File: config.mk
export PLATFORM = sky130hd
export DESIGN_NAME = quick_trip_fullscale_select
export DESIGN_NICKNAME = d
export VERILOG_FILES = /design/src/hw/qt_scale_pkg.sv /design/src/hw/quick_trip_fullscale_select.sv /design/src/hw/scale_byte_reg.sv /design/src/hw/scale_decode.sv
export SDC_FILE = /design/constraint.sdc
export NUM_CORES = 1
export LEC_CHECK = 0
export BUFFER_PORTS_ARGS = -buffer_cell sky130_fd_sc_hd__buf_2
export CAP_MARGIN = 30
export CORE_MARGIN = 3
export CORE_UTILIZATION = 40
export CTS_CLUSTER_SIZE = 14
export DETAILED_ROUTE_END_ITERATION = 12
export PLACE_DENSITY = 0.68
export SYNTH_ARGS = -nofsm -noshare
export SYNTH_HDL_FRONTEND = slang
export SYNTH_SLANG_ARGS = --single-unit
File: constraint.sdc
create_clock -name SYS_CLK -period 3.39 [get_ports SYS_CLK]
set_input_delay 0.1695 -clock SYS_CLK [delete_from_list [all_inputs] [get_ports SYS_CLK]]
set_output_delay 0.1695 -clock SYS_CLK [all_outputs]
set_load 0.05 [all_outputs]
File: src/hw/qt_scale_pkg.sv
// Constants, layouts and types shared by the quick-trip scale-select block
package qt_scale_pkg;

  // Table and slave addresses
  localparam logic [7:0] TABLE_CFG = 8'h02;
  localparam logic [7:0] SLAVE_TX1 = 8'ha2;
  localparam logic [7:0] SLAVE_TX2 = 8'hb2;

  // Register offsets within the configuration table
  localparam logic [7:0] OFF_TX2_SCALE = 8'h8c;
  localparam logic [7:0] OFF_TX1_SCALE = 8'h8d;

  // Reset, factory and field layout
  localparam logic [7:0] SCALE_RESET = 8'h00;
  localparam logic [7:0] SCALE_LIVE_MASK = 8'h77;
  localparam int BIAS_LSB = 4;
  localparam int POWER_LSB = 0;
  localparam int CODE_W = 3;
  localparam logic [2:0] CODE_DEFAULT = 3'h0;

  // Value returned for a read without permission
  localparam logic [7:0] DENIED_RDATA = 8'hff;

  // Timing of one nonvolatile programming cycle
  localparam int CLK_PERIOD_NS = 8;
  localparam int NV_WRITE_NS = 1000;
  localparam int NV_WRITE_CYC_INT = (NV_WRITE_NS + CLK_PERIOD_NS - 1) / CLK_PERIOD_NS;
  localparam logic [7:0] NV_WRITE_CYC = 8'(NV_WRITE_CYC_INT);

  // Control states, Gray along load, idle, program
  typedef enum logic [1:0] {
    ST_LOAD = 2'h0,
    ST_IDLE = 2'h1,
    ST_PROG = 2'h3
  } ctl_fsm_t;

  // Memory access request from the serial engine
  typedef struct packed {
    logic rd;
    logic wr;
    logic [7:0] slave;
    logic [7:0] table_sel;
    logic [7:0] offset;
    logic [7:0] wdata;
  } mem_req_t;

  // Password and table permission levels
  typedef struct packed {
    logic higher_password_level;
    logic lower_password_level;
    logic table2_write_permit;
    logic table2_read_permit;
  } access_t;

  // Decoded full-scale selection for one monitor input
  typedef struct packed {
    logic [2:0] code;
    logic [15:0] pct_x100;
    logic [15:0] fs_mv;
  } scale_out_t;

  // Working copy and nonvolatile cell of one byte
  typedef struct packed {
    logic [7:0] work;
    logic [7:0] nv;
  } byte_state_t;

  // Control state of the top module
  typedef struct packed {
    ctl_fsm_t fsm;
    logic [7:0] cnt;
    logic rd_ack;
    logic wr_ack;
    logic [7:0] rdata;
  } ctl_state_t;

endpackage : qt_scale_pkg

File: src/hw/quick_trip_fullscale_select.sv
// Quick-trip full-scale select bytes for both transmitters
`timescale 1ns/10ps
module quick_trip_fullscale_select #(
  parameter int PROG_CYCLES = qt_scale_pkg::NV_WRITE_CYC_INT
) (
  // Clock and reset
  input wire logic SYS_CLK,
  input wire logic RST,
  // Factory initialisation of the nonvolatile cells
  input wire logic FACTORY_LOAD,
  // Memory access from the serial engine
  input wire qt_scale_pkg::mem_req_t MEM_REQ,
  input wire qt_scale_pkg::access_t ACCESS,
  // Memory answer
  output logic MEM_HIT,
  output logic MEM_RD_ACK,
  output logic [7:0] MEM_RDATA,
  output logic MEM_WR_ACK,
  output logic NV_BUSY,
  // Scale selections to the quick-trip comparators
  output qt_scale_pkg::scale_out_t TX2_BIAS,
  output qt_scale_pkg::scale_out_t TX2_POWER,
  output qt_scale_pkg::scale_out_t TX1_BIAS,
  output qt_scale_pkg::scale_out_t TX1_POWER
);

  // Programming count must fit the counter
  if (PROG_CYCLES < 1 || PROG_CYCLES > 255) begin : g_bad_prog
    $error("PROG_CYCLES out of range");
  end

  // Bound for the programming wait check
  localparam int PROG_MAX = 260;

  // Control state and its next value
  qt_scale_pkg::ctl_state_t st_ff;
  qt_scale_pkg::ctl_state_t nxt_st;

  // Decode and permission terms
  logic slave_ok;
  logic table_ok;
  logic sel_tx2;
  logic sel_tx1;
  logic hit;
  logic read_ok;
  logic write_ok;
  logic wr_take;
  // Working bytes
  logic [7:0] tx2_byte;
  logic [7:0] tx1_byte;

  // Address decode, shared over both slave addresses
  always_comb begin
    slave_ok = (MEM_REQ.slave == qt_scale_pkg::SLAVE_TX1) ||
               (MEM_REQ.slave == qt_scale_pkg::SLAVE_TX2);
    table_ok = MEM_REQ.table_sel == qt_scale_pkg::TABLE_CFG;
    sel_tx2 = MEM_REQ.offset == qt_scale_pkg::OFF_TX2_SCALE;
    sel_tx1 = MEM_REQ.offset == qt_scale_pkg::OFF_TX1_SCALE;
    hit = slave_ok && table_ok && (sel_tx2 || sel_tx1);
  end

  // Password gating
  always_comb begin
    read_ok = ACCESS.higher_password_level ||
              (ACCESS.lower_password_level &&
               (ACCESS.table2_write_permit || ACCESS.table2_read_permit));
    write_ok = ACCESS.higher_password_level ||
               (ACCESS.lower_password_level && ACCESS.table2_write_permit);
    wr_take = MEM_REQ.wr && hit && write_ok && (st_ff.fsm == qt_scale_pkg::ST_IDLE);
  end

  // Next control state
  always_comb begin
    nxt_st = st_ff;
    nxt_st.rd_ack = 1'b0;
    nxt_st.wr_ack = 1'b0;
    case (st_ff.fsm)
      qt_scale_pkg::ST_LOAD: begin
        nxt_st.fsm = qt_scale_pkg::ST_IDLE;
      end
      // Accept a write and start programming
      qt_scale_pkg::ST_IDLE: begin
        if (wr_take) begin
          nxt_st.fsm = qt_scale_pkg::ST_PROG;
          nxt_st.cnt = 8'(PROG_CYCLES - 1);
          nxt_st.wr_ack = 1'b1;
        end
      end
      // Count down the programming time
      qt_scale_pkg::ST_PROG: begin
        if (st_ff.cnt == 8'h00) begin
          nxt_st.fsm = qt_scale_pkg::ST_IDLE;
        end else begin
          nxt_st.cnt = st_ff.cnt - 8'h01;
        end
      end
      default: begin
        nxt_st.fsm = qt_scale_pkg::ST_LOAD;
      end
    endcase
    // Read answer one cycle after the request
    if (MEM_REQ.rd && hit) begin
      nxt_st.rd_ack = 1'b1;
      if (!read_ok) begin
        nxt_st.rdata = qt_scale_pkg::DENIED_RDATA;
      end else if (sel_tx2) begin
        nxt_st.rdata = tx2_byte;
      end else begin
        nxt_st.rdata = tx1_byte;
      end
    end
  end

  // Control register
  always_ff @(posedge SYS_CLK) begin
    if (RST) begin
      st_ff.fsm <= qt_scale_pkg::ST_LOAD;
      st_ff.cnt <= 8'h00;
      st_ff.rd_ack <= 1'b0;
      st_ff.wr_ack <= 1'b0;
      st_ff.rdata <= 8'h00;
    end else begin
      st_ff <= nxt_st;
    end
  end

  scale_byte_reg u_tx2_byte (
    .clk(SYS_CLK),
    .rst(RST),
    .factory_load(FACTORY_LOAD),
    .load(st_ff.fsm == qt_scale_pkg::ST_LOAD),
    .wr_en(wr_take && sel_tx2),
    .wdata(MEM_REQ.wdata),
    .work(tx2_byte)
  );

  scale_byte_reg u_tx1_byte (
    .clk(SYS_CLK),
    .rst(RST),
    .factory_load(FACTORY_LOAD),
    .load(st_ff.fsm == qt_scale_pkg::ST_LOAD),
    .wr_en(wr_take && sel_tx1),
    .wdata(MEM_REQ.wdata),
    .work(tx1_byte)
  );

  scale_decode #(.IS_POWER(1'b0)) u_tx2_bias (
    .clk(SYS_CLK),
    .rst(RST),
    .code(tx2_byte[qt_scale_pkg::BIAS_LSB +: qt_scale_pkg::CODE_W]),
    .scale(TX2_BIAS)
  );

  scale_decode #(.IS_POWER(1'b1)) u_tx2_power (
    .clk(SYS_CLK),
    .rst(RST),
    .code(tx2_byte[qt_scale_pkg::POWER_LSB +: qt_scale_pkg::CODE_W]),
    .scale(TX2_POWER)
  );

  scale_decode #(.IS_POWER(1'b0)) u_tx1_bias (
    .clk(SYS_CLK),
    .rst(RST),
    .code(tx1_byte[qt_scale_pkg::BIAS_LSB +: qt_scale_pkg::CODE_W]),
    .scale(TX1_BIAS)
  );

  scale_decode #(.IS_POWER(1'b1)) u_tx1_power (
    .clk(SYS_CLK),
    .rst(RST),
    .code(tx1_byte[qt_scale_pkg::POWER_LSB +: qt_scale_pkg::CODE_W]),
    .scale(TX1_POWER)
  );

  // Answer outputs
  assign MEM_HIT = hit;
  assign MEM_RD_ACK = st_ff.rd_ack;
  assign MEM_RDATA = st_ff.rdata;
  assign MEM_WR_ACK = st_ff.wr_ack;
  assign NV_BUSY = st_ff.fsm == qt_scale_pkg::ST_PROG;
endmodule : quick_trip_fullscale_select

File: src/hw/scale_byte_reg.sv
// One shadowed nonvolatile scale-select byte
`timescale 1ns/10ps
module scale_byte_reg (
  // Clock and resets
  input wire logic clk,
  input wire logic rst,
  input wire logic factory_load,
  // Control
  input wire logic load,
  input wire logic wr_en,
  input wire logic [7:0] wdata,
  // Working value
  output logic [7:0] work
);

  // Register and its next value
  qt_scale_pkg::byte_state_t st_ff;
  qt_scale_pkg::byte_state_t nxt_st;

  // Next state: restore, write or hold
  always_comb begin
    nxt_st = st_ff;
    if (load) begin
      nxt_st.work = st_ff.nv & qt_scale_pkg::SCALE_LIVE_MASK;
    end else if (wr_en) begin
      nxt_st.work = wdata & qt_scale_pkg::SCALE_LIVE_MASK;
      nxt_st.nv = wdata & qt_scale_pkg::SCALE_LIVE_MASK;
    end
    if (factory_load) begin
      nxt_st.nv = qt_scale_pkg::SCALE_RESET;
    end
  end

  // Working copy clears on reset; cell survives it
  always_ff @(posedge clk) begin
    if (rst) begin
      st_ff.work <= qt_scale_pkg::SCALE_RESET;
      st_ff.nv <= nxt_st.nv;
    end else begin
      st_ff <= nxt_st;
    end
  end

  assign work = st_ff.work;

endmodule : scale_byte_reg

File: src/hw/scale_decode.sv
// Registered decode of a 3-bit full-scale code
`timescale 1ns/10ps
module scale_decode #(
  parameter bit IS_POWER = 1'b0
) (
  // Clock and reset
  input wire logic clk,
  input wire logic rst,
  // Code in, decode out
  input wire logic [2:0] code,
  output qt_scale_pkg::scale_out_t scale
);

  // Registered decode and next value
  qt_scale_pkg::scale_out_t st_ff;
  qt_scale_pkg::scale_out_t nxt_st;

  // Percent and millivolt tables
  always_comb begin
    nxt_st.code = code;
    case (code)
      3'h0: begin
        nxt_st.pct_x100 = 16'h2710;
        nxt_st.fs_mv = IS_POWER ? 16'h09cb : 16'h04e2;
      end
      3'h1: begin
        nxt_st.pct_x100 = 16'h1f43;
        nxt_st.fs_mv = IS_POWER ? 16'h07d6 : 16'h03e8;
      end
      3'h2: begin
        nxt_st.pct_x100 = 16'h1a0f;
        nxt_st.fs_mv = IS_POWER ? 16'h0688 : 16'h0342;
      end
      3'h3: begin
        nxt_st.pct_x100 = 16'h138f;
        nxt_st.fs_mv = IS_POWER ? 16'h04e7 : 16'h0272;
      end
      3'h4: begin
        nxt_st.pct_x100 = 16'h0fa8;
        nxt_st.fs_mv = IS_POWER ? 16'h03ed : 16'h01f5;
      end
      3'h5: begin
        nxt_st.pct_x100 = 16'h0d0d;
        nxt_st.fs_mv = IS_POWER ? 16'h0346 : 16'h01a2;
      end
      3'h6: begin
        nxt_st.pct_x100 = 16'h0b31;
        nxt_st.fs_mv = IS_POWER ? 16'h02ce : 16'h0166;
      end
      // Smallest range
      default: begin
        nxt_st.pct_x100 = 16'h09cc;
        nxt_st.fs_mv = IS_POWER ? 16'h0275 : 16'h013a;
      end
    endcase
  end

  // Reset to the full-scale entry
  always_ff @(posedge clk) begin
    if (rst) begin
      st_ff.code <= qt_scale_pkg::CODE_DEFAULT;
      st_ff.pct_x100 <= 16'h2710;
      st_ff.fs_mv <= IS_POWER ? 16'h09cb : 16'h04e2;
    end else begin
      st_ff <= nxt_st;
    end
  end

  assign scale = st_ff;

endmodule : scale_decode

==> metrics.md, run 1 <==
| Metric | Value |
|---|---|
| Simple-Gate Fraction of Synth Area | 16.16% |
| Status | completed |
| Mapped Cells | 530 |
| Worst Hold Class | in -> reg |
| Worst r2r path cells | 6 |
| Main combinational cell family by area after synthesis | simple AND/OR/NAND/NOR gates |
| Setup WS pre-CTS | roughly 1.0 ns |
| Endpoints failing hold | 0 |
| Fillers | 1082 |
| Starting DRT DRC Count | 270 |
| Compound-gate portion of the synthesized area | 13.14% |
| Worst slew margin | 40.29% |
| CTS Root Cell | clkbuf_16 |
| Switch share | about a fifth |
| Post-synth EDFFs | 0 |
| Synth cell types | 58 |
| PwrDens | approximately 570 nW/µm² |
| Post-Syn Area per Cell | 9.308 µm² |
| Core ar. | 11710 µm² |
| Internal cell power | 2.656 mW |
| LEAKAGE | roughly 2.7 nW |
| Worst Setup Path Type | in -> reg |
| Setup repair bufs after CTS | 0 |
| Routed WL | 11200 µm |
| Post-route ant nets | 0 |
| Mapped cell area | 4933 µm² |
| Final setup violation count | 0 |
| Final setup TNS | 0 ns |
| Adder-Cell Fraction of Synth Area | 2.536% |
| Final period util | 58.74% |
| Gr ovfl total | 0 |
| Achievable Freq | 502.1 MHz |
| Worst Hold Launch | MEM_REQ[4] |
| WHS | 0.05554 ns |
| FF-to-FF Start | st_ff[10]$_SDFFE_PP0P_ |
| Period minus WS final | 1.991 ns |
| Via Count | 3929 |
| GPL Wtd Cong | 0.8687 |
| Post-Layout Cell Count | between 700 and 800 |
| Post-DP HPWL | around 8000 µm |
| Commonest non-fill, non-tap cell in the layout | buf_2 |
| N_diodes | 0 |
| CTS buffer count | 17 |
| I/O Pins | 193 |
| Reg2reg end | st_ff[11]$_SDFFE_PP0P_ |
| Crit path arrival time | 2.25 ns |
| Worst setup startpoint | RST |
| Comb pwr share | 4.6% |
| Dpl cells | 758 |
| Fraction of registers with async set/reset | 0% |
| MaxCap Viol Count | 0 |
| Sink Count | roughly 120 |
| First drt pass iteration count | 4 |
| Worst-path clk slew | about 0.05 ns |
| Max Slew Vio Count | 0 |
| FF/Latch Area | 2382 µm² |
| DRC | 0 |
| Worst setup EP type | register |
| Post-synthesis sequential element count | 119 |
| # rows | 39 |
| Initial core utilization | 42.13% |
| R2r setup slk | 1.47 ns |
| Ranking of synthesized cells by area | dfxtp_1 48%, buf_4 11%, a21oi_1 3.1%, nand2_1 2.9%, mux2i_1 2.6% |
| Die W | between 100 and 150 µm |
| Clock network power share | a little over half |
| Clock latency on the worst-skew pair | around 0.40 ns |
| Synth area leader | dfxtp_1 |
| Vias in the first global route | around 3600 |
| Final worst slack | 1.399 ns |
| Hold buffer count at cts | 0 |
| Mean routed wirelength per cell | between 10 and 15 µm |
| CP max FO | 44 |
| Worst Hold Endpoint | u_tx2_byte.st_ff[4]$_SDFFE_PP0P_ |
| Max VDD drop | 0.0003206 V |
| # nets final | approximately 700 |
| Port bufs | around 160 |
| Mux contribution to synthesized area | 2.638% |
| Ys flop type | dfxtp_1 |
| Bufs on Longest Clock Path | 2 |
| Full die area | 13700 µm² |
| Resized cells post-CTS | 0 |
| Commonest non-fill, non-tap cells in the layout | 163 x buf_2, 119 x dfxtp_1, 38 x nand2_1, 33 x nor2_1, 31 x a21oi_1 |
| Proportion of layout cells with a drive suffix above 1 | between 30% and 40% |
| First-pass GRT wire length | between 15000 and 20000 µm |
| Seq/Total Area, Yosys | approximately half |
| Switching power | 715.6 µW |
| RSZ-0062 raised after global routing | false |
| Top-area cell type share of the netlist area | 48.29% |
| Die Y | between 100 and 150 µm |
| Total track usage | about 16% |
| Via density | about 5 |
| Sequential cell fraction of total power | 41.8% |
| Initial antenna violation count | 1 |
| Syn. warnings | 0 |
| CTS tree | built |
| Area delta synth->final | 20.82% |
| H-tree depth | 4 |
| Clk_skew | 0.004872 ns |
| Largest net degree at the start of global routing | 45 |
| Xor-xnor portion of the synthesized cell area | 1.420% |
| Worst Max-Slew Pin Slew | 0.8924 ns |
| Cells on Worst Hold Path | 3 |
| Required time of the critical path | between 3 and 4 ns |
| Multi-input logic area | 1868 µm² |
| Critical path launch point type | input port |
-- per-layer routing --
layer	part of all wire, %	track usage, %	vias up
met5	0.062	0	-
met2	51	28.33	160
met4	1.1	6.422	2
li1	-	-	1924
met3	7.4	4.370	10
met1	41	18.82	1833
-- sequential cells by signal, indices dropped and copies added (netlist names) --
name / count
u_tx1_power.scale: 20
u_tx2_power.scale: 20
u_tx1_bias.scale: 18
u_tx2_bias.scale: 18
st_ff: 10
MEM_RDATA: 7
u_tx1_byte.st_ff: 6
u_tx1_byte.work: 6
u_tx2_byte.st_ff: 6
u_tx2_byte.work: 6
MEM_RD_ACK: 1
MEM_WR_ACK: 1
-- synthesized netlist by cell type, types with 4 or more instances --
| library cell | number |
|---|---|
| nor2b_1 | 4 |
| xor2_1 | 6 |
| o211ai_1 | 13 |
| mux2i_1 | 13 |
| o21ai_0 | 20 |
| nand3_1 | 15 |
| nor3_1 | 19 |
| buf_4 | 73 |
| ha_1 | 10 |
| dfxtp_1 | 119 |
| nor2_1 | 33 |
| clkbuf_1 | 24 |
| nand2_1 | 38 |
| a31oi_1 | 15 |
| or3_1 | 8 |
| a21oi_1 | 31 |
| a221oi_1 | 6 |
| inv_1 | 26 |
-- stage by stage --
stage / total power, mW / cell area [µm²] / util (%)
after global placement: 1.589 / 5354 / 45.72
after CTS: 3.400 / 5961 / 50.90
after global routing: 3.469 / 5961 / 50.90
after detailed placement: 1.592 / 5354 / 45.72
after floorplan: 1.576 / 5027 / -
final: 3.372 / 5961 / 50.90
-- worst max path at each step --
stage / end / slack [ns]
5_1_grt: u_tx1_power.scale[18]$_SDFF_PP0_ / 1.17
3_5_place_dp: u_tx1_power.scale[18]$_SDFF_PP0_ / 1.03
6_report: u_tx1_power.scale[18]$_SDFF_PP0_ / 1.40
2_1_floorplan: st_ff[10]$_SDFFE_PP0P_ / 1.66
3_3_place_gp: u_tx1_power.scale[18]$_SDFF_PP0_ / 1.12
4_1_cts: u_tx1_power.scale[18]$_SDFF_PP0_ / 1.44
-- layout make-up --
cell class                      instances  area share [%]
Tap cell                              143           3.002
Clock inverter                          9           2.057
Sequential cell                       119           39.97
Clock buffer                           22           8.123
Inverter                               27           1.700
Multi-Input combinational cell        305           31.34
Timing Repair Buffer                  164           13.81
-- power groups by stage --
| stage | sequential [mW] | clock, mW | combinational (mW) |
|---|---|---|---|
| after floorplan | 1.45 | 0 | 0.129 |
| after global placement | 1.44 | 0 | 0.152 |
| after detailed placement | 1.44 | 0 | 0.154 |
| after CTS | 1.41 | 1.84 | 0.154 |
| after global routing | 1.41 | 1.90 | 0.164 |
| final | 1.41 | 1.81 | 0.155 |
-- critical path, cell delays in order --
cell and delay [ns]:
buf_2 0.60, clkinv_1 0.84, nand2_1 0.40, inv_1 0.09, nand2_1 0.08, o21ai_0 0.08
-- logic make-up (layout without fill, tap and decap cells) --
group	count (synthesis)	count (layout)
and+or+nand+nor	146	146
DFF	119	119
other	1	26
muxes	13	13
adders and majority gates	10	10
AOI/OAI and AO/OA	102	102
buffers and inverters	131	222
xor gates and xnor gates	8	8
Power figures use the tool's default switching activity.
==> run 2, diff against run 1 <==
--- a/config.mk
+++ b/config.mk
@@ -5,13 +5,14 @@
 export SDC_FILE = /design/constraint.sdc
 export NUM_CORES = 1
 export LEC_CHECK = 0
+export ABC_AREA = 1
 export BUFFER_PORTS_ARGS = -buffer_cell sky130_fd_sc_hd__buf_2
 export CAP_MARGIN = 30
 export CORE_MARGIN = 3
 export CORE_UTILIZATION = 40
 export CTS_CLUSTER_SIZE = 14
 export DETAILED_ROUTE_END_ITERATION = 12
-export PLACE_DENSITY = 0.68
+export PLACE_DENSITY = 0.67
 export SYNTH_ARGS = -nofsm -noshare
 export SYNTH_HDL_FRONTEND = slang
 export SYNTH_SLANG_ARGS = --single-unit
==> constraint.sdc (replaced) <==
create_clock -name SYS_CLK -period 1.95 [get_ports SYS_CLK]
set_input_delay 0.0975 -clock SYS_CLK [delete_from_list [all_inputs] [get_ports SYS_CLK]]
set_output_delay 0.0975 -clock SYS_CLK [all_outputs]
set_load 0.05 [all_outputs]
==> metrics.md, run 2 <==
| Metric | Value |
|---|---|
| GPL Wtd Cong | 0.8752 |
| Synth cell count leaders | 130 x nand2_1, 119 x dfxtp_1, 73 x buf_4, 72 x nor2_1, 66 x inv_1 |
| DRC | 0 |
| RSZ-0062 raised after global routing | false |
| Crit-path cells | inv_1 > ha_1 > nand2_1 > nand2_1 > nor2_1 > nand3_1 > nand2_1 > inv_1 > a21oi_1 |
| Final setup TNS | 0 ns |
| Worst r2r path cells | 9 |
| Critical path buffers and inverters | 2 |
| H-tree depth | 4 |
| Switch share | 23.13% |
| Crit path depth | 9 |
| Final setup violation count | 0 |
| Post-route ant nets | 0 |
| Resized cells post-CTS | 0 |
| Mean routed wirelength per cell | 11.50 µm |
| First drt pass iteration count | 4 |
| Critical path launch point type | register |
| Post-route cell area | 6182 µm² |
| Post-Layout Cell Count | 941 |
| # nets final | between 800 and 900 |
| Clk_skew | roughly 0.013 ns |
| Synth cell types | 36 |
| LEAKAGE | about 3.1 nW |
| Bufs on Longest Clock Path | 2 |
| GR Util met1 | 18.88% |
| Via Count | 4145 |
| Port bufs | 163 |
| Top-area cell type share of the netlist area | between 40% and 50% |
| N_diodes | 0 |
| Worst Setup Path Type | reg -> reg |
| Initial antenna violation count | 1 |
| Largest net degree at the start of global routing | 43 |
| Syn. warnings | 0 |
| Worst setup EP type | register |
| Switching power | about 1.4 mW |
| Crit-path slowest cell | dfxtp_1 |
| R2r setup slk | roughly 0.32 ns |
| Clock network power share | 53.3% |
| I/O Pins | just under 200 |
| Hold buffer count at cts | 1 |
| Endpoints failing hold | 0 |
| Required time of the critical path | 2.28 ns |
| Vias in the first global route | 3819 |
| Dpl cells | 908 |
| Gr ovfl total | 0 |
| Period minus WS final | 1.634 ns |
| Mapped Cells | between 600 and 700 |
| Comb pwr share | 5.0% |
| Setup repair bufs after CTS | 0 |
| Total track usage | between 10% and 20% |
| Cells on Worst Hold Path | 3 |
| Max Slew Vio Count | 0 |
| Crit path largest cell delay | 0.39 ns |
| Post-DP HPWL | 7978 µm |
| # rows | 40 |
| Clock latency on the worst-skew pair | 0.41 ns |
| Sequential cell fraction of total power | 41.7% |
| Worst-path clk slew | 0.05 ns |
| Ys flop type | dfxtp_1 |
| Synth area leader | dfxtp_1 |
| PwrDens | roughly 950 nW/µm² |
| Full die area | between 10000 and 15000 µm² |
| Post-synth EDFFs | 0 |
| Mapped cell area | about 5000 µm² |
| MaxCap Viol Count | 0 |
| Core ar. | 12110 µm² |
| Commonest non-fill, non-tap cell in the layout | buf_2 |
| Area delta synth->final | 23.28% |
| Commonest non-fill, non-tap cells in the layout | 163 x buf_2, 130 x nand2_1, 119 x dfxtp_1, 72 x nor2_1, 66 x inv_1 |
| Ranking of synthesized cells by area | dfxtp_1 48%, buf_4 11%, nand2_1 9.7%, nor2_1 5.4%, inv_1 4.9% |
| Seq/Total Area, Yosys | 47.50% |
| Reg2reg end | u_tx2_power.scale[19]$_SDFF_PP0_ |
| CTS Root Cell | clkbuf_16 |
| Achievable Freq | 611.9 MHz |
| Most numerous cell in the Yosys netlist | nand2_1 |
| Post-Syn Area per Cell | ~7.9 µm² |
| Cell mode on critical path | nand2_1 |
| Internal cell power | 4.507 mW |
| Starting DRT DRC Count | 211 |
| Routing usage on met3 | 5.382% |
| Pwr Total | ~5.9 mW |
| Proportion of layout cells with a drive suffix above 1 | 27.81% |
| Worst Hold Class | in -> reg |
| Crit path arrival time | around 2.0 ns |
| Placed inst area | 5567 µm² |
| Most Used Layer, Global Route | met2 |
| Final period util | between 80% and 90% |
| Worst Hold Endpoint | u_tx2_byte.st_ff[6]$_SDFFE_PP0P_ |
| Via density | between 4 and 5 |
| Crit-path leading delay family | simple AND/OR/NAND/NOR gates |
| Status | completed |
| Routed WL | 10820 µm |
| Die W | 118.0 µm |
| Max VDD drop | ~0.00057 V |
| Die Y | 118.0 µm |
| Post-synthesis sequential element count | approximately 120 |
| CTS tree | built |
| Initial core utilization | between 40 and 50% |
| Sink Count | 119 |
| First-pass GRT wire length | 17950 µm |
| Fraction of registers with async set/reset | 0% |
| CP max FO | 5 |
| CTS buffer count | 17 |
| Worst Hold Launch | MEM_REQ[6] |
| WHS | 0.01472 ns |
| Met2 Track Usage GR | between 20% and 30% |
| FF-to-FF Start | u_tx2_byte.work[0]$_SDFFE_PP0P_ |
[run 2: cell count changes after synthesis, moves of 11 or more]
cell / before / now
nand4_1: 2 / 14
nand3_1: 15 / 35
clkbuf_1: 24 / 6
nor3_1: 19 / 5
o211ai_1: 13 / 0
inv_1: 26 / 66
nand2_1: 38 / 130
a31oi_1: 15 / 4
nor2_1: 33 / 72
mux2i_1: 13 / 0
[run 2: how the worst max path moves through the flow]
stage / to / slack [ns] / start
after floorplan: st_ff[11]$_SDFFE_PP0P_ / 0.43 / st_ff[19]$_SDFFE_PP0P_
after global placement: u_tx2_power.scale[19]$_SDFF_PP0_ / 0.37 / u_tx2_byte.work[0]$_SDFFE_PP0P_
after detailed placement: u_tx2_power.scale[19]$_SDFF_PP0_ / 0.33 / u_tx2_byte.work[0]$_SDFFE_PP0P_
after CTS: u_tx2_power.scale[19]$_SDFF_PP0_ / 0.30 / u_tx2_byte.work[0]$_SDFFE_PP0P_
after global routing: u_tx2_power.scale[19]$_SDFF_PP0_ / 0.09 / u_tx2_byte.work[0]$_SDFFE_PP0P_
final: u_tx2_power.scale[19]$_SDFF_PP0_ / 0.32 / u_tx2_byte.work[0]$_SDFFE_PP0P_
[run 2: worst reg2reg max path, delay by kind of cell (launching register included)]
| kind | cells | cell delay, ns |
|---|---|---|
| simple gates | 5 | 0.63 |
| flops | 1 | 0.39 |
| fa+ha+maj | 1 | 0.26 |
| buf+inv | 2 | 0.18 |
| compound gates | 1 | 0.11 |
[run 2: cell families after synthesis]
logic type / after synthesis / share of synthesized area, %
buf+inv: 159 / 17.69
other cells: 1 / 0.07478
fa+ha+maj: 10 / 2.495
flops: 119 / 47.50
compound gates: 74 / 8.433
simple gates: 266 / 22.93
xor+xnor: 5 / 0.8732
[run 2: power by group through the flow]
stage,registers [mW],clock network (mW),logic (mW)
after floorplan,2.52,0,0.243
after global placement,2.50,0,0.292
after detailed placement,2.50,0,0.293
after CTS,2.45,3.19,0.295
after global routing,2.45,3.29,0.317
final,2.45,3.12,0.295
[run 2: layout make-up]
class	count	area (µm²)
Clock buffer	17	425.4
Multi-Input combinational cell	381	1839
Sequential cell	119	2382
Inverter	69	259.0
Clock inverter	15	180.2
Fill cell	1210	5929
Timing Repair Buffer	172	885.9
Tap cell	168	210.2
[run 2: metrics by stage]
stage | worst slack [ns] | util [%]
floorplan | 0.4299 | -
global placement | 0.3665 | 45.96
detailed placement | 0.3278 | 45.96
CTS | 0.3044 | 51.04
global route | 0.09155 | 51.04
finish | 0.3156 | 51.04
[run 2: metal layers]
metal,vias to the layer above,share of wire (%)
met2,149,47
met1,1824,45
met5,-,0.12
met4,2,1.3
met3,13,7.2
li1,2157,-
==> run 3, diff against run 2 <==
==> constraint.sdc (replaced) <==
create_clock -name SYS_CLK -period 1.7 [get_ports SYS_CLK]
set_input_delay 0.085 -clock SYS_CLK [delete_from_list [all_inputs] [get_ports SYS_CLK]]
set_output_delay 0.085 -clock SYS_CLK [all_outputs]
set_load 0.05 [all_outputs]
==> metrics.md, run 3 (synthesized netlist as in run 2, its figures left out) <==
| Metric | Value |
|---|---|
| Period minus WS final | ~1.5 ns |
| N_diodes | 0 |
| Mean routed wirelength per cell | 11.86 µm |
| LEAKAGE | between 3 and 4 nW |
| First-pass GRT wire length | 18390 µm |
| Comb pwr share | 4.7% |
| Die Y | 118.0 µm |
| Max Slew Vio Count | 0 |
| Worst Setup Path Type | reg -> reg |
| WHS | 0.01495 ns |
| Final worst slack | 0.2006 ns |
| Max VDD drop | approximately 0.0006 V |
| CTS Root Cell | clkbuf_16 |
| Worst r2r path cells | 9 |
| Setup WS pre-CTS | 0.1393 ns |
| Routed WL | 11220 µm |
| Internal cell power | 5.779 mW |
| Bufs on Longest Clock Path | 2 |
| Area delta synth->final | 26.47% |
| Via Count | 4179 |
| Via density | 4.418 |
| # nets final | 816 |
| PwrDens | 1152 nW/µm² |
| Commonest non-fill, non-tap cell in the layout | buf_2 |
| FF-to-FF Start | u_tx2_byte.work[0]$_SDFFE_PP0P_ |
| Required time of the critical path | ~2.0 ns |
| Clock network power share | between 50 and 60% |
| Sink Count | 119 |
| Switching power | roughly 1.5 mW |
| Commonest non-fill, non-tap cells in the layout | 163 x buf_2, 130 x nand2_1, 118 x dfxtp_1, 71 x nor2_1, 66 x inv_1 |
| Reg2reg end | u_tx2_power.scale[19]$_SDFF_PP0_ |
| Worst Hold Endpoint | u_tx2_byte.st_ff[5]$_SDFFE_PP0P_ |
| Fillers | 1186 |
| Post-DP HPWL | 8137 µm |
| Worst Hold Launch | MEM_REQ[5] |
| Die W | 118.0 µm |
| Post-route ant nets | 0 |
| Achievable Freq | about 670 MHz |
| Starting DRT DRC Count | 241 |
| R2r setup slk | 0.20 ns |
| Gr ovfl total | 0 |
| Status | completed |
| Core ar. | 12110 µm² |
| Total track usage | 16.07% |
| Crit path arrival time | 1.83 ns |
| Clk_skew | 0.007368 ns |
| Full die area | ~14000 µm² |
| Worst-path clk slew | 0.06 ns |
| First drt pass iteration count | 4 |
| CTS tree | built |
| CP max FO | 5 |
| Cells on Worst Hold Path | 3 |
| DRC | 0 |
| MaxCap Viol Count | 0 |
| Worst Hold Class | in -> reg |
| Final setup violation count | 0 |
| RSZ-0062 raised after global routing | false |
| Clock latency on the worst-skew pair | 0.40 ns |
| Initial antenna violation count | 0 |
| # rows | 40 |
| Post-Layout Cell Count | 946 |
| Port bufs | 163 |
| Worst setup EP type | register |
| GPL Wtd Cong | 0.8207 |
| Final setup TNS | 0 ns |
| Final period util | 88.20% |
| Critical path launch point type | register |
| Initial core utilization | between 40% and 50% |
| Endpoints failing hold | 0 |
| Switch share | 20.90% |
| Dpl cells | 913 |
| H-tree depth | 4 |
| CTS buffer count | 17 |
| Pwr Total | roughly 7.3 mW |
| Proportion of layout cells with a drive suffix above 1 | 28.66% |
| Sequential cell fraction of total power | 38.4% |
| I/O Pins | 193 |
| Largest net degree at the start of global routing | 35 |
| Setup repair bufs after CTS | 0 |
| Vias in the first global route | 3910 |
-- run 3: worst max-delay path by stage --
stage	to	cells after the start	slack [ns]	startpoint
after floorplan	st_ff[11]$_SDFFE_PP0P_	7	0.18	st_ff[19]$_SDFFE_PP0P_
after global placement	u_tx2_power.scale[19]$_SDFF_PP0_	9	0.15	u_tx2_byte.work[1]$_SDFFE_PP0P_
after detailed placement	u_tx2_power.scale[19]$_SDFF_PP0_	9	0.14	u_tx2_byte.work[1]$_SDFFE_PP0P_
after CTS	u_tx2_power.scale[19]$_SDFF_PP0_	9	0.08	u_tx2_byte.work[1]$_SDFFE_PP0P_
after global routing	u_tx1_byte.work[5]$_SDFFE_PP0P_	9	0.002	st_ff[18]$_SDFFE_PP0P_
final	u_tx2_power.scale[19]$_SDFF_PP0_	9	0.20	u_tx2_byte.work[0]$_SDFFE_PP0P_
-- run 3: layout make-up --
class | instances | area (µm²) | area share [%]
clock buffers | 21 | 480.5 | 7.575
flip-flops and latches | 119 | 2384 | 37.58
repair buffers | 177 | 935.9 | 14.76
multi-input cells | 381 | 1856 | 29.26
clock inverters | 11 | 217.7 | 3.433
inverters | 69 | 259.0 | 4.084
well taps | 168 | 210.2 | 3.314
-- run 3: power by group through the flow --
stage	Combinational (mW)	Sequential (mW)	Clock [mW]
after floorplan	0.279	2.89	0
after global placement	0.341	2.87	0
after detailed placement	0.343	2.87	0
after CTS	0.346	2.81	4.20
after global routing	0.373	2.81	4.33
final	0.347	2.81	4.15
-- run 3: routing by layer --
| layer | GRT usage [%] | wire length [µm] | up-vias |
|---|---|---|---|
| li1 | - | - | 2169 |
| met1 | 19.53 | 5018 | 1842 |
| met2 | 26.52 | 5212 | 159 |
| met3 | 5.190 | 883 | 9 |
| met4 | 6.154 | 106 | 0 |
| met5 | 0 | 0 | - |
-- run 3: worst max-delay path: stages, from the launching register on --
cell and delay, ns:
dfxtp_1 0.32, inv_1 0.10, ha_1 0.27, nand2_1 0.13
nand2_1 0.07, nor2_2 0.17, nand3_2 0.12, nand2_1 0.09
inv_1 0.05, a21oi_1 0.11
-- run 3: metrics by stage --
stage,util (%),instance area (µm²)
finish,52.37,6342
CTS,52.22,6325
detailed placement,46.37,5617
global placement,46.37,5617
global route,52.37,6342
floorplan,-,5109
-- run 3: repair_timing --
action	4_1_cts	5_1_grt
endpoints found under the hold margin	1	0
setup endpoints to repair	0	9
gates resized for setup	0	4
hold buffers	1	0
